==> config.mk <==
export PLATFORM = sky130hd
export DESIGN_NAME = asfi_frame
export DESIGN_NICKNAME = d
export VERILOG_FILES = /design/src/core/asfi_frame.v
export VERILOG_INCLUDE_DIRS = /design/src /design/src/pkg
export SDC_FILE = /design/constraint.sdc
export NUM_CORES = 1
export LEC_CHECK = 0
export BUFFER_PORTS_ARGS = -buffer_cell sky130_fd_sc_hd__buf_2
export CORE_MARGIN = 2
export CORE_UTILIZATION = 50
export CTS_CLUSTER_SIZE = 16
export DETAILED_ROUTE_END_ITERATION = 8
export HOLD_SLACK_MARGIN = 0.05
export PLACE_DENSITY = 0.73
export SLEW_MARGIN = 25
export SYNTH_ARGS = -nofsm -noshare
export SYNTH_HDL_FRONTEND = slang
export SYNTH_SLANG_ARGS = --single-unit
==> constraint.sdc <==
create_clock -name ref_clk -period 4.2 [get_ports ref_clk]
set_clock_uncertainty 0.2 [all_clocks]
set_input_delay 0 -clock ref_clk [delete_from_list [all_inputs] [get_ports ref_clk]]
set_output_delay 0 -clock ref_clk [all_outputs]
set_load 0.02 [all_outputs]
==> src/pkg/asfi_regs.vh <==
`ifndef ASFI_REGS_VH
`define ASFI_REGS_VH

// Word layout
`define ASFI_WORD_W        20
`define ASFI_MSB           19
`define ASFI_RES_HI        19
`define ASFI_RES_LO        4
`define ASFI_REG_LO        12
`define ASFI_FULL_WORD_PARITY_BIT     3
`define ASFI_PARTIAL_WORD_PARITY_BIT     2
`define ASFI_IDR_CLEAR     20'h00000
`define ASFI_ZERO12        12'h000
`define ASFI_ZERO2         2'h0

// Frame length
`define ASFI_CNT_W         5
`define ASFI_CNT_FULL      5'h14
`define ASFI_CNT_ONE       5'h01

// Command codes in bits 19:16
`define ASFI_OP_WRITE      4'ha
`define ASFI_OP_READ       4'h1
`define ASFI_NOP_WORD      20'hfffff

// Configuration field codes
`define ASFI_PATN_FIXED    2
`define ASFI_SPAN_4        2'h0
`define ASFI_SPAN_8        2'h1
`define ASFI_SPAN_12       2'h2

// Fixed test pattern (arbitrary value)
`define ASFI_FIXED_PATTERN 16'ha5c3

// Timing
`define ASFI_CLK_NS        50
`define ASFI_RDY_NOP_NS    100
`define ASFI_RDY_WR_NS     300
`define ASFI_RDY_NOP_CYC   ((`ASFI_RDY_NOP_NS + `ASFI_CLK_NS - 1) / `ASFI_CLK_NS)
`define ASFI_RDY_WR_CYC    ((`ASFI_RDY_WR_NS + `ASFI_CLK_NS - 1) / `ASFI_CLK_NS)
`define ASFI_DLY_W         4
`define ASFI_INT_DIV       4
`define ASFI_DIV_W         3
`define ASFI_DIV_LAST      3'h3
`define ASFI_RDY_NOP_LOAD  4'h1
`define ASFI_RDY_WR_LOAD   4'h5

`endif

==> src/core/asfi_frame.v <==
`timescale 1ns/1ps
`include "asfi_regs.vh"

module asfi_frame (
  // Clock and reset
  input  wire        ref_clk,
  input  wire        nrst,
  // Serial pins
  input  wire        cs_n,
  input  wire        sclk,
  input  wire        sdi,
  output wire        sdo,
  output wire        sdo_oe,
  output wire        frame_ready_strobe,
  // Conversion result from converter logic
  input  wire [15:0] conv_result,
  input  wire        conv_done,
  // Configuration
  input  wire [2:0]  test_pattern_select,
  input  wire        parity_enable,
  input  wire [1:0]  partial_parity_span,
  input  wire        read_on_internal_clock,
  // Register access
  input  wire [7:0]  reg_rd_data,
  output wire [7:0]  reg_rd_addr,
  output wire        reg_wr_en,
  output wire [7:0]  reg_wr_addr,
  output wire [7:0]  reg_wr_data,
  // Decoded command
  output wire        cmd_valid,
  output wire [19:0] cmd_word
);

  reg        cs_s1_q;
  reg        cs_s2_q;
  reg        cs_s3_q;
  reg        ck_s1_q;
  reg        ck_s2_q;
  reg        ck_s3_q;
  reg        di_s1_q;
  reg        di_s2_q;
  reg [19:0] odr_q;
  reg [19:0] idr_q;
  reg [4:0]  cnt_q;
  reg        oe_q;
  reg        rdy_q;
  reg [3:0]  dly_q;
  reg        dly_run_q;
  reg [15:0] result_q;
  reg        rd_pend_q;
  reg [7:0]  rd_addr_q;
  reg        wr_en_q;
  reg [7:0]  wr_addr_q;
  reg [7:0]  wr_data_q;
  reg        cmd_valid_q;
  reg [19:0] cmd_word_q;
  reg [2:0]  div_q;

  wire cs_fall  = cs_s3_q & ~cs_s2_q;
  wire cs_rise  = ~cs_s3_q & cs_s2_q;
  wire in_frame = ~cs_s2_q & ~cs_s3_q;
  wire ck_rise  = ~ck_s3_q & ck_s2_q;
  wire ck_fall  = ck_s3_q & ~ck_s2_q;
  wire int_tick = (div_q == `ASFI_DIV_LAST);
  // Launch edge follows chosen read clock
  wire launch   = in_frame & (read_on_internal_clock ? int_tick : ck_fall);
  wire capture  = in_frame & ck_rise;
  wire full     = (cnt_q >= `ASFI_CNT_FULL);
  wire op_write = (idr_q[19:16] == `ASFI_OP_WRITE);
  wire op_read  = (idr_q[19:16] == `ASFI_OP_READ);

  // Output data word assembly
  reg [15:0] upper;
  reg [19:0] word;
  reg        span_par;
  reg        full_par;
  always @* begin
    upper = (test_pattern_select[`ASFI_PATN_FIXED]) ? `ASFI_FIXED_PATTERN : result_q;
    full_par = ^upper;
    case (partial_parity_span)
      `ASFI_SPAN_4:  span_par = ^upper[15:12];
      `ASFI_SPAN_8:  span_par = ^upper[15:8];
      `ASFI_SPAN_12: span_par = ^upper[15:4];
      default:       span_par = ^upper;
    endcase
    if (rd_pend_q) begin
      word = {reg_rd_data, `ASFI_ZERO12};
    end else if (parity_enable) begin
      word = {upper, full_par, span_par, `ASFI_ZERO2};
    end else begin
      word = {upper, `ASFI_ZERO2, `ASFI_ZERO2};
    end
  end

  // Pin synchronisers
  always @(posedge ref_clk or negedge nrst) begin
    if (!nrst) begin
      cs_s1_q <= 1'b1;
      cs_s2_q <= 1'b1;
      cs_s3_q <= 1'b1;
      ck_s1_q <= 1'b0;
      ck_s2_q <= 1'b0;
      ck_s3_q <= 1'b0;
      di_s1_q <= 1'b0;
      di_s2_q <= 1'b0;
    end else begin
      cs_s1_q <= cs_n;
      cs_s2_q <= cs_s1_q;
      cs_s3_q <= cs_s2_q;
      ck_s1_q <= sclk;
      ck_s2_q <= ck_s1_q;
      ck_s3_q <= ck_s2_q;
      di_s1_q <= sdi;
      di_s2_q <= di_s1_q;
    end
  end

  // Latest conversion result, next state
  reg [15:0] result_d;
  always @* begin
    result_d = result_q;
    if (conv_done) begin
      result_d = conv_result;
    end
  end

  // Latest conversion result, replaced on every conv_done
  always @(posedge ref_clk or negedge nrst) begin
    if (!nrst) begin
      result_q <= 16'h0000;
    end else begin
      result_q <= result_d;
    end
  end

  // Internal read clock divider
  reg [2:0]  div_d;
  always @* begin
    div_d = div_q + 3'h1;
    if (!in_frame || int_tick) begin
      div_d = 3'h0;
    end
  end

  always @(posedge ref_clk or negedge nrst) begin
    if (!nrst) begin
      div_q <= 3'h0;
    end else begin
      div_q <= div_d;
    end
  end

  // Frame shifters and counter, next state
  reg [19:0] odr_d;
  reg [19:0] idr_d;
  reg [4:0]  cnt_d;
  reg        oe_d;
  always @* begin
    odr_d = odr_q;
    idr_d = idr_q;
    cnt_d = cnt_q;
    oe_d  = oe_q;
    if (cs_fall) begin
      odr_d = word;
      idr_d = `ASFI_IDR_CLEAR;
      cnt_d = 5'h00;
      oe_d  = 1'b1;
    end else if (cs_rise) begin
      oe_d  = 1'b0;
    end else begin
      if (capture) begin
        idr_d = {idr_q[18:0], di_s2_q};
        if (!full) begin
          cnt_d = cnt_q + `ASFI_CNT_ONE;
        end
      end
      if (launch) begin
        odr_d = {odr_q[18:0], 1'b0};
      end
    end
  end

  // Frame shifters and counter registers
  always @(posedge ref_clk or negedge nrst) begin
    if (!nrst) begin
      odr_q <= 20'h00000;
      idr_q <= `ASFI_IDR_CLEAR;
      cnt_q <= 5'h00;
      oe_q  <= 1'b0;
    end else begin
      odr_q <= odr_d;
      idr_q <= idr_d;
      cnt_q <= cnt_d;
      oe_q  <= oe_d;
    end
  end

  // Command decode at frame end
  always @(posedge ref_clk or negedge nrst) begin
    if (!nrst) begin
      rd_pend_q   <= 1'b0;
      rd_addr_q   <= 8'h00;
      wr_en_q     <= 1'b0;
      wr_addr_q   <= 8'h00;
      wr_data_q   <= 8'h00;
      cmd_valid_q <= 1'b0;
      cmd_word_q  <= `ASFI_NOP_WORD;
    end else begin
      wr_en_q     <= 1'b0;
      cmd_valid_q <= 1'b0;
      if (cs_fall) begin
        rd_pend_q <= 1'b0;
      end else if (cs_rise && full) begin
        cmd_valid_q <= 1'b1;
        cmd_word_q  <= idr_q;
        if (op_write) begin
          wr_en_q   <= 1'b1;
          wr_addr_q <= idr_q[15:8];
          wr_data_q <= idr_q[7:0];
        end else if (op_read) begin
          rd_pend_q <= 1'b1;
          rd_addr_q <= idr_q[15:8];
        end
      end
    end
  end

  // Ready strobe next state
  reg        rdy_d;
  reg [3:0]  dly_d;
  reg        dly_run_d;
  always @* begin
    rdy_d     = rdy_q;
    dly_d     = dly_q;
    dly_run_d = dly_run_q;
    if (cs_fall || in_frame) begin
      rdy_d     = 1'b0;
      dly_run_d = 1'b0;
    end else if (cs_rise) begin
      dly_run_d = 1'b1;
      if (full && op_write) begin
        dly_d = `ASFI_RDY_WR_LOAD;
      end else begin
        dly_d = `ASFI_RDY_NOP_LOAD;
      end
    end else if (dly_run_q) begin
      if (dly_q == 4'h0) begin
        rdy_d     = 1'b1;
        dly_run_d = 1'b0;
      end else begin
        dly_d = dly_q - 4'h1;
      end
    end
  end

  // Ready strobe registers
  always @(posedge ref_clk or negedge nrst) begin
    if (!nrst) begin
      rdy_q     <= 1'b1;
      dly_q     <= 4'h0;
      dly_run_q <= 1'b0;
    end else begin
      rdy_q     <= rdy_d;
      dly_q     <= dly_d;
      dly_run_q <= dly_run_d;
    end
  end

  assign sdo                = odr_q[`ASFI_MSB];
  assign sdo_oe             = oe_q;
  assign frame_ready_strobe = rdy_q;
  assign reg_rd_addr        = rd_addr_q;
  assign reg_wr_en          = wr_en_q;
  assign reg_wr_addr        = wr_addr_q;
  assign reg_wr_data        = wr_data_q;
  assign cmd_valid          = cmd_valid_q;
  assign cmd_word           = cmd_word_q;

endmodule

==> Word-level counts from Yosys, hierarchy flattened <==
Cells that the tools add are included.
Widths: inputs -> output; s select.
{ "word_totals": {"out_inout_bits": 49, "wordCells": 119, "reg_bits": 126} }
{ "op_classes": {"n_addsub": 3, "bitwise_logic": 14, "n_mux": 39, "eq_ne": 10, "order_cmp": 1, "n_reduce_logical": 28} }
{ "op_table": {"columns": ["operator", "n"], "rows": [
  ["$mux 20", 7],
  ["$mux 1", 20],
  ["$mux 5", 4],
  ["$mux 16", 1],
  ["$mux 4", 4],
  ["$reduce_bool 2->1", 8],
  ["$reduce_xor 16->1", 1],
  ["$reduce_and 3->1", 5],
  ["$reduce_xor 12->1", 1],
  ["$ne 2x2->1 const B", 4],
  ["$reduce_xor 8->1", 1],
  ["$and 1x1->1", 7],
  ["$not 1->1", 7],
  ["$mux 3", 2],
  ["$reduce_and 2->1", 3],
  ["$add 5x1->5 const B", 1],
  ["$ge 5x5->1 const B", 1],
  ["$eq 4x1->1 const B", 1],
  ["$eq 4x4->1 const B", 1],
  ["$logic_not 4->1", 1],
  ["$reduce_and 4->1", 1],
  ["$reduce_xor 4->1", 1],
  ["$sub 4x1->4 const B", 1],
  ["$add 3x1->3 const B", 1],
  ["9 further kinds", 11]
]} }

==> Longest topological paths before layout <==
Gate-level depths: netlist (run 1).
{ "logic_depth": {"ltp_word": 7, "depth_mapped": 10} }

==> Worst setup path after synthesis (run 1) <==
OpenSTA, ideal clock, no wires.
{ "synth_timing": {"path_type": "register to register", "from": "reg cs_s2_q", "to": "reg wr_addr_q[0] (netlist: reg_wr_addr[0])", "path_buffers": 2, "setup_slack_ns": 1.885, "t_arrival_ns": 1.990, "period_less_slack_ns": 2.315, "stages_incl_launch_ff": 9, "required_time_ns": 3.875, "path_cell_list": "dfstp_2 > inv_1 > ha_1 > clkbuf_1 > nor2_4 > inv_2 > nor2_2 > buf_4 > mux2_2"} }
{ "synth_between": {"elab_chain_cells": 4} }
{ "synth_lines": {"columns": ["element", "line_no", "source"], "rows": [
  ["start, declared", "asfi_frame.v:35", "reg cs_s2_q;"],
  ["start signal, assigned", "asfi_frame.v:108", "cs_s2_q <= cs_s1_q;"],
  ["$not 1->1", "asfi_frame.v:59", "wire cs_fall = cs_s3_q & ~cs_s2_q;"],
  ["$and 1x1->1", "asfi_frame.v:59", null],
  ["net cs_fall", "asfi_frame.v:59", null],
  ["$not 1->1 (no line)", null, null],
  ["$reduce_and 3->1 (no line)", null, null],
  ["end signal, assigned", "asfi_frame.v:218", "wr_addr_q <= idr_q[15:8];"],
  ["end, declared", "asfi_frame.v:53", "reg [7:0] wr_addr_q;"]
]} }
The timed path passes the listed nets, and every way through them passes these cells.
A chain may end at the register's enable or synchronous reset.

==> Final worst setup path (run 1) <==
{ "layout_timing": {"from": "reg cs_s3_q", "to": "reg odr_q[2]"} }
{ "layout_lines": {"columns": ["element", "line_no", "source"], "rows": [
  ["start, declared", "asfi_frame.v:36", "reg cs_s3_q;"],
  ["start signal, assigned", "asfi_frame.v:109", "cs_s3_q <= cs_s2_q;"],
  ["$and 1x1->1 (*)", "asfi_frame.v:59", null],
  ["net cs_fall", "asfi_frame.v:59", null],
  ["$ne 2x2->1 (no line) / $reduce_bool 2->1 (equally long branches)", null, null],
  ["$reduce_and 2->1 (no line)", null, null],
  ["end signal, assigned", "asfi_frame.v:191", "odr_q <= odr_d;"],
  ["end, declared", "asfi_frame.v:42", "reg [19:0] odr_q;"]
]} }
The timed path passes the listed nets; every way through them passes the cells marked *.

==> results of run 1 <==
-- final timing paths --
kind | start | to | slack [ns] | cells past startpoint
min in group asynchronous | nrst | cmd_word[10] | 0.49 | 3
setup / recovery | cs_s3_q | odr_q[2] | 0.54 | 6
hold / removal | ck_s1_q | ck_s2_q | 0.15 | 0
setup reg to reg | cs_s3_q | odr_q[2] | 0.54 | 6
hold reg to reg | ck_s1_q | ck_s2_q | 0.15 | 0
max in group asynchronous | nrst | result_q[6] | 2.61 | 4
-- state kept, by name (all words and copies together) (netlist names), 3 cells and up --
| register | cells |
|---|---|
| cmd_word | 20 |
| idr_q | 20 |
| odr_q | 18 |
| result_q | 16 |
| reg_rd_addr | 8 |
| reg_wr_addr | 8 |
| reg_wr_data | 8 |
| cnt_q | 5 |
| dly_q | 4 |
| div_q | 3 |
-- metrics by stage --
step / cell area, um2 / power, W / setup WS, ns / cells / util (%)
2_1_floorplan: 5280 / 0.00174 / 1.89 / 466 / -
3_3_place_gp: 5820 / 0.00185 / 1.03 / 667 / 56.6
3_5_place_dp: 5820 / 0.00188 / 0.998 / 667 / 56.6
4_1_cts: 7100 / 0.00336 / 0.734 / 769 / 69.1
5_1_grt: 7100 / 0.00352 / 0.348 / 772 / 69.1
6_report: 7100 / 0.00336 / 0.538 / 772 / 69.1
-- kinds of logic after synthesis --
group / Yosys count / synth area share (%)
simple gates: 129 / 10.8
flops: 124 / 59.4
compound gates: 86 / 9.17
mux: 61 / 13.0
buf+inv: 42 / 3.10
xor+xnor: 16 / 2.65
fa+ha+maj: 8 / 1.90
-- layer usage --
layer / up-vias / wire, um / global-route usage, % / part of all wire (%)
li1: 1901 / - / - / -
met1: 2065 / 5020 / 28.7 / 40
met2: 147 / 6430 / 39.3 / 51
met3: 41 / 624 / 5.65 / 5.0
met4: 0 / 464 / 13.7 / 3.7
met5: - / 0 / 0 / 0
-- synth_stat cells, drive strengths merged (4+ instances only) --
| master | instances |
|---|---|
| xnor2 | 15 |
| nand2 | 65 |
| nor2 | 37 |
| ha | 8 |
| o21ai | 45 |
| dfrtp | 100 |
| mux2 | 61 |
| inv | 18 |
| clkbuf | 18 |
| nor3 | 4 |
| buf | 6 |
| and3 | 4 |
| nand3 | 7 |
| dfstp | 24 |
| o31ai | 4 |
| a21oi | 24 |
-- what timing repair did --
action,4_1_cts,5_1_grt
hold endpoints to repair,150,0
setup endpoints to repair,0,0
hold buffers,70,0
-- power by group through the flow --
| stage | Combinational, W | Sequential [W] | Clock, W |
|---|---|---|---|
| floorplan | 0.000299 | 0.00144 | 0 |
| global placement | 0.000414 | 0.00143 | 0 |
| detailed placement | 0.000435 | 0.00144 | 0 |
| CTS | 0.000508 | 0.00142 | 0.00143 |
| global route | 0.000585 | 0.00144 | 0.00149 |
| finish | 0.000527 | 0.00143 | 0.00141 |
-- critical path: stages, from the launching register on --
cell           delay [ns]
dfstp_2              0.53
ha_1                 0.70
inv_1                0.56
nor4b_1              0.54
o21ai_0              0.18
o32ai_1              0.29
dlygate4sd3_1        0.60
-- final cells by class --
| class | instances | area, um2 | area share [%] |
|---|---|---|---|
| flip-flops and latches | 124 | 3130 | 44.1 |
| multi-input cells | 300 | 1990 | 28.0 |
| repair buffers | 159 | 1160 | 16.3 |
| clock buffers | 17 | 414 | 5.83 |
| well taps | 136 | 170 | 2.40 |
| clock inverters | 15 | 163 | 2.29 |
| inverters | 18 | 67.6 | 0.952 |
| diodes | 3 | 7.51 | 0.106 |
==> results.py, run 1 <==
metrics = {
    "run_status": {
        "status": "completed",
    },
    "die": {
        "start_util_pct": 51.4,
        "die_x_um": 107,
        "die_height_um": 107,
        "core_area_mm2": 0.0103,
        "io-pin-count": 86,
        "row_count": 37,
        "die_area_mm2": 0.0114,
    },
    "power_and_ir_drop": {
        "internal-power_w": 0.00243,
        "clkPwrFrac_pct": 41.8,
        "power.density_mw_per_mm2": 474,
        "ir_drop_mv": 0.302,
        "p_switching_w": 0.000931,
        "seq_power_share_pct": 42.5,
        "switching_share_pct": 27.7,
        "combPwrFrac_pct": 15.7,
        "leakage_nw": 3.37,
    },
    "place": {
        "portBuffers": 83,
        "dp_hpwl_um": 6830,
        "place_congestion": 0.826,
    },
    "cts": {
        "cts_max_path_buffers": 2,
        "clkSinkCount": 124,
        "post_cts_resized": 0,
        "cts-root-buf": "clkbuf_8",
        "cts_tree": "built",
        "clkTransAtPathRegs_ns": 0.06,
        "h-tree-depth": 4,
        "cts_buffers": 17,
        "insertion_delay_ns": 0.52,
        "post_cts_buffers": 0,
    },
    "synth": {
        "ys_types": 41,
        "synth_flop_cell": "dfrtp_1",
        "synth_nets": 511,
        "synth_top_area_cell": "dfrtp_1",
        "synthArstFlopShare_pct": 100,
        "synthesis.instances": 466,
        "ys_seq_area_share_pct": 59.4,
        "synth_edf_count": 0,
        "yosysWarnings": 0,
        "syn_avg_cell_area_um2": 11.3,
        "ys_seq_elements": 124,
        "synth.top_cell.area_share_pct": 47.4,
        "synth_area_mm2": 0.00528,
        "synthTopCellsByArea": "dfrtp_1 (47%), mux2_2 (13%), dfstp_2 (12%)",
    },
    "drt": {
        "drt_pass1_iterations": 5,
        "via_count": 4154,
        "drtAntennaViolNets": 0,
        "wl_per_cell_um": 16.2,
        "drt_iter0_markers": 296,
        "wl_um": 12500,
        "route.detailed.drc": 0,
        "routed_via_density": 5.38,
    },
    "timing": {
        "tightest_slew_ns": 0.839,
        "max_freq_ghz": 0.273,
        "setup-violations-final": 0,
        "final_max_slew_viol_count": 0,
        "rsz0062_at_grt": "false",
        "final.setup.tns_ns": 0,
        "holdWs_ns": 0.150,
        "layout_min_cycle_time_ns": 3.66,
        "min_period_over_period_pct": 87.2,
        "hold_viol_final": 0,
        "relSlewSlack_pct": 44.0,
    },
    "cells_and_area": {
        "fillers": 718,
        "final_layout_size_suffix_gt1_share_pct": 33.6,
        "synthToLayoutAreaGrowth_pct": 34.5,
        "final_cell_mix": "dfrtp_1 (100), buf_2 (83), dlygate4sd3_1 (69)",
        "nNetsFinal": 665,
        "mostFrequentLayoutCell": "dfrtp_1",
    },
    "critical_path": {
        "worst_setup_path_start_kind": "flip-flop",
        "required_ns": 4.45,
        "cp_data_arrival_time_ns": 3.92,
        "cp-end-kind": "flip-flop",
        "path_class": "flip-flop to flip-flop",
        "crit_path_max_fanout": 20,
    },
    "global_route": {
        "antenna_found_initial": 3,
        "grt_pass1_wl_um": 20800,
        "grt_max_degree": 54,
        "grt_pass1_vias": 4225,
        "track_usage_pct": 23.8,
        "grt_overflow_total": 0,
    },
    "min_path": {
        "hold_path.class": "flip-flop to flip-flop",
    },
    "job": {
        "cap_viol_max_count": 0,
    },
}
No activity file was read; power rests on OpenSTA's default activity.
==> run 2, diff against run 1 <==
==> constraint.sdc (replaced) <==
create_clock -name ref_clk -period 4.2 [get_ports ref_clk]
set_clock_uncertainty 0.2 [all_clocks]
set_input_delay 0.21 -clock ref_clk [delete_from_list [all_inputs] [get_ports ref_clk]]
set_output_delay 0.21 -clock ref_clk [all_outputs]
set_load 0.02 [all_outputs]
==> results.py, run 2 (synthesis gave the netlist of run 1 again) <==
metrics = {
    "run_status": {
        "status": "completed",
    },
    "drt": {
        "routed_via_density": 5.23,
        "route.detailed.drc": 0,
        "via_count": 3910,
        "wl_per_cell_um": 15.2,
        "wl_um": 11400,
        "drtAntennaViolNets": 0,
        "drt_iter0_markers": 208,
        "drt_pass1_iterations": 4,
    },
    "critical_path": {
        "cpMaxStageDelayCell": "dlygate4sd3_1",
        "rr_worst_depth": 7,
        "worst_setup_path_start_kind": "flip-flop",
        "crit_path_max_fanout": 25,
        "regToRegSetupSlack_ns": 0.88,
        "critical_path.max_stage_delay_ns": 0.59,
        "required_ns": 4.45,
        "path_class": "flip-flop to flip-flop",
        "crit_chain": "ha_1 > buf_4 > inv_1 > nor4b_1 > o21ai_0 > o32ai_1 > dlygate4sd3_1",
        "cp-end-kind": "flip-flop",
        "cp_data_arrival_time_ns": 3.57,
        "rr_startpoint": "cs_s3_q",
        "regToRegEndpoint": "odr_q[2]",
    },
    "cells_and_area": {
        "nNetsFinal": 645,
        "final_cell_mix": "dfrtp_1 (100), buf_2 (82), nand2_1 (65)",
        "mostFrequentLayoutCell": "dfrtp_1",
        "synthToLayoutAreaGrowth_pct": 31.7,
        "diodes": 0,
        "fillers": 762,
        "final_layout_size_suffix_gt1_share_pct": 34.6,
        "final_area_mm2": 0.00695,
    },
    "power_and_ir_drop": {
        "combPwrFrac_pct": 14.3,
        "power.density_mw_per_mm2": 499,
        "seq_power_share_pct": 41.0,
        "clkPwrFrac_pct": 44.7,
        "ir_drop_mv": 0.367,
        "leakage_nw": 3.30,
        "switching_share_pct": 25.5,
        "p_switching_w": 0.000883,
        "internal-power_w": 0.00259,
    },
    "timing": {
        "holdWs_ns": 0.133,
        "tightest_slew_ns": 0.842,
        "rsz0062_at_grt": "false",
        "worst_slack_ns": 0.883,
        "hold_viol_final": 0,
        "max_freq_ghz": 0.301,
        "final.setup.tns_ns": 0,
        "layout_min_cycle_time_ns": 3.32,
        "relSlewSlack_pct": 43.8,
        "final_max_slew_viol_count": 0,
        "min_period_over_period_pct": 79.0,
        "setup-violations-final": 0,
    },
    "die": {
        "start_util_pct": 51.4,
        "io-pin-count": 86,
        "core_area_mm2": 0.0103,
        "die_height_um": 107,
        "die_x_um": 107,
        "die_area_mm2": 0.0114,
        "row_count": 37,
    },
    "global_route": {
        "grt_pass1_vias": 4002,
        "grt_pass1_wl_um": 19300,
        "antenna_found_initial": 0,
        "track_usage_pct": 21.8,
        "grt_overflow_total": 0,
        "grt_max_degree": 69,
    },
    "cts": {
        "post_cts_buffers": 0,
        "cts_max_path_buffers": 2,
        "cts_buffers": 17,
        "h-tree-depth": 4,
        "cts-root-buf": "clkbuf_8",
        "cts_tree": "built",
        "clkSinkCount": 124,
        "clkTransAtPathRegs_ns": 0.06,
        "insertion_delay_ns": 0.52,
    },
    "min_path": {
        "hold_start": "sdi",
        "whs_endpoint": "di_s1_q",
        "hold_depth": 2,
        "hold_path.class": "input pin to flip-flop",
    },
    "place": {
        "portBuffers": 83,
        "dp_hpwl_um": 6890,
        "place_ws_ns": 1.31,
        "place_area_mm2": 0.00583,
        "place_congestion": 0.805,
    },
    "job": {
        "cap_viol_max_count": 0,
    },
}
-- run 2: how the worst max path moves through the flow --
| stage | startpoint | to | slack [ns] | depth (start not counted) |
|---|---|---|---|---|
| floorplan | cs_s2_q | reg_wr_addr[0] | 1.89 | 8 |
| global placement | cs_s2_q | reg_rd_addr[5] | 1.36 | 7 |
| detailed placement | cs_s2_q | reg_rd_addr[4] | 1.31 | 7 |
| CTS | cs_s3_q | odr_q[2] | 0.94 | 7 |
| global route | cs_s3_q | odr_q[2] | 0.73 | 7 |
| finish | cs_s3_q | odr_q[2] | 0.88 | 7 |
-- run 2: routing by layer --
layer	up-vias	part of all wire (%)	global-route usage, %
met5	-	0	0
met4	0	2.1	10.2
met3	24	3.6	4.62
met2	90	52	36.0
met1	1934	42	27.4
li1	1862	-	-
-- run 2: repair_timing --
item | CTS | global route
endpoints found under the hold margin | 91 | 0
resized for setup | 0 | 0
hold buffers | 49 | 0
-- run 2: power groups by stage --
stage | Combinational, W | Clock [W] | Sequential (W)
6_report | 0.000495 | 0.00155 | 0.00142
3_5_place_dp | 0.000437 | 0 | 0.00144
3_3_place_gp | 0.000414 | 0 | 0.00143
5_1_grt | 0.000556 | 0.00162 | 0.00144
2_1_floorplan | 0.000299 | 0 | 0.00144
4_1_cts | 0.000492 | 0.00157 | 0.00142
-- run 2: cell type report --
class                      instances  area [um2]  area share [%]
multi-input combinational        300        1990            28.6
timing repair buffer             139         961            13.8
clock inverter                    14         221            3.19
tap                              136         170            2.45
sequential                       124        3130            45.1
clock buffer                      17         414            5.96
inverter                          18        67.6           0.972
-- run 2: stage by stage --
stage	std cells	util, %	power [W]
after global placement	668	56.7	0.00185
after CTS	748	67.7	0.00349
final	748	67.7	0.00347
after global routing	748	67.7	0.00362
after floorplan	466	-	0.00174
after detailed placement	668	56.7	0.00188
-- run 2: critical path, delay by kind of cell (launching register included) --
family                     cells  cell delay (ns)
buffers and inverters          3             1.21
AOI/OAI and AO/OA              2             0.41
and+or+nand+nor                1             0.52
adders and majority gates      1             0.37
DFF                            1             0.53
==> run 3, diff against run 2 <==
==> constraint.sdc (replaced) <==
create_clock -name ref_clk -period 3.5 [get_ports ref_clk]
set_clock_uncertainty 0.2 [all_clocks]
set_input_delay 0.175 -clock ref_clk [delete_from_list [all_inputs] [get_ports ref_clk]]
set_output_delay 0.175 -clock ref_clk [all_outputs]
set_load 0.02 [all_outputs]
==> results.py, run 3 (synthesis gave the netlist of run 1 again) <==
metrics = {
    "critical_path": {
        "path_class": "flip-flop to flip-flop",
        "rr_startpoint": "cs_s3_q",
        "cp-startpoint": "cs_s3_q",
        "worst_setup_path_start_kind": "flip-flop",
        "crit_path_max_fanout": 13,
        "cp_data_arrival_time_ns": 3.05,
        "cp-end-kind": "flip-flop",
        "required_ns": 3.75,
    },
    "drt": {
        "via_count": 3942,
        "drt_iter0_markers": 205,
        "drtAntennaViolNets": 0,
        "routed_via_density": 5.25,
        "wl_um": 11700,
        "drt_pass1_iterations": 4,
        "wl_per_cell_um": 15.6,
        "route.detailed.drc": 0,
    },
    "power_and_ir_drop": {
        "p_switching_w": 0.00108,
        "switching_share_pct": 26.2,
        "seq_power_share_pct": 41.6,
        "ir_drop_mv": 0.413,
        "combPwrFrac_pct": 14.5,
        "leakage_nw": 3.30,
        "power.density_mw_per_mm2": 592,
        "p_total_w": 0.00412,
        "clkPwrFrac_pct": 43.8,
        "internal-power_w": 0.00304,
    },
    "timing": {
        "rsz0062_at_grt": "false",
        "final_max_slew_viol_count": 0,
        "setup-violations-final": 0,
        "tightest_slew_ns": 0.719,
        "relSlewSlack_pct": 51.7,
        "hold_viol_final": 0,
        "max_freq_ghz": 0.357,
        "layout_min_cycle_time_ns": 2.80,
        "min_period_over_period_pct": 80.0,
        "final.setup.tns_ns": 0,
    },
    "global_route": {
        "grt_overflow_total": 0,
        "grt_pass1_wl_um": 19500,
        "met1_usage_pct": 25.9,
        "grt_max_degree": 125,
        "grt_pass1_vias": 4142,
        "grt_busiest_layer": "met2",
        "grtUsageMet2_pct": 37.9,
        "grt.met3_usage_pct": 6.08,
        "track_usage_pct": 22.1,
        "antenna_found_initial": 0,
    },
    "place": {
        "place_congestion": 0.756,
        "dp_cells": 669,
        "place_area_mm2": 0.00585,
        "portBuffers": 83,
        "dp_hpwl_um": 6930,
    },
    "die": {
        "row_count": 37,
        "start_util_pct": 51.4,
        "die_height_um": 107,
        "core_area_mm2": 0.0103,
        "io-pin-count": 86,
        "die_area_mm2": 0.0114,
        "die_x_um": 107,
    },
    "cts": {
        "cts_tree": "built",
        "insertion_delay_ns": 0.52,
        "h-tree-depth": 4,
        "cts_max_path_buffers": 2,
        "clkSinkCount": 124,
        "post_cts_resized": 0,
        "cts-root-buf": "clkbuf_8",
        "clkTransAtPathRegs_ns": 0.06,
        "cts_buffers": 17,
    },
    "cells_and_area": {
        "nNetsFinal": 646,
        "synthToLayoutAreaGrowth_pct": 31.8,
        "final_area_mm2": 0.00696,
        "final_layout_size_suffix_gt1_share_pct": 34.5,
        "final_cell_count_no_fill": 751,
        "mostFrequentLayoutCell": "dfrtp_1",
        "final_cell_mix": "dfrtp_1 (100), buf_2 (82), nand2_1 (65)",
    },
    "run_status": {
        "status": "completed",
    },
    "min_path": {
        "hold_path.class": "input pin to async pin",
    },
    "job": {
        "cap_viol_max_count": 0,
    },
}
run 3: power by group through the flow:
stage	sequential [W]	combinational, W	clock [W]
after floorplan	0.00173	0.000359	0
after global placement	0.00172	0.000499	0
after detailed placement	0.00173	0.000528	0
after CTS	0.00171	0.000592	0.00183
after global routing	0.00173	0.000672	0.00190
final	0.00171	0.000599	0.00180
run 3: cell type report:
class | instances | area (um2)
Fill cell | 764 | 3320
Sequential cell | 124 | 3130
Multi-Input combinational cell | 300 | 1990
Timing Repair Buffer | 140 | 981
Clock buffer | 19 | 422
Clock inverter | 13 | 194
Tap cell | 136 | 170
Inverter | 18 | 67.6
Antenna cell | 1 | 2.50
run 3: repair_timing:
item / CTS / global route
setup endpoints to repair: 0 / 0
hold buffers: 49 / 0
endpoints found under the hold margin: 155 / 0
buffers inserted: 0 / 0
run 3: path summary, 6_finish.rpt:
kind / endpoint / slack, ns / cells past startpoint
worst max-delay path: odr_q[2] / 0.70 / 7
worst min-delay path: reg_wr_addr[4] / 0.05 / 3
worst max register to register: odr_q[2] / 0.70 / 7
worst min register to register: di_s2_q / 0.15 / 0
max in group asynchronous: result_q[9] / 2.51 / 3
min in group ref_clk: di_s1_q / 0.10 / 2
run 3: routing by layer:
metal	vias up	part of all wire (%)
li1	1857	-
met1	1944	40
met2	114	53
met3	27	4.2
met4	0	2.4
met5	-	0
run 3: critical path: stages (launching register included):
cell and delay [ns]:
dfstp_2 0.54, ha_1 0.36, buf_4 0.26, inv_1 0.09
nor4b_1 0.35, o21ai_0 0.14, o32ai_1 0.21, dlygate4sd3_1 0.58
run 3: per-stage QoR:
stage          util, %  hold WS (ns)  worst slack (ns)
2_1_floorplan        -        -0.321              1.19
3_5_place_dp      56.9        0.0836             0.908
4_1_cts           67.7        0.0779             0.687
3_3_place_gp      56.9        0.0822             0.938
6_report          67.7        0.0459             0.698
5_1_grt           67.7        0.0950             0.515
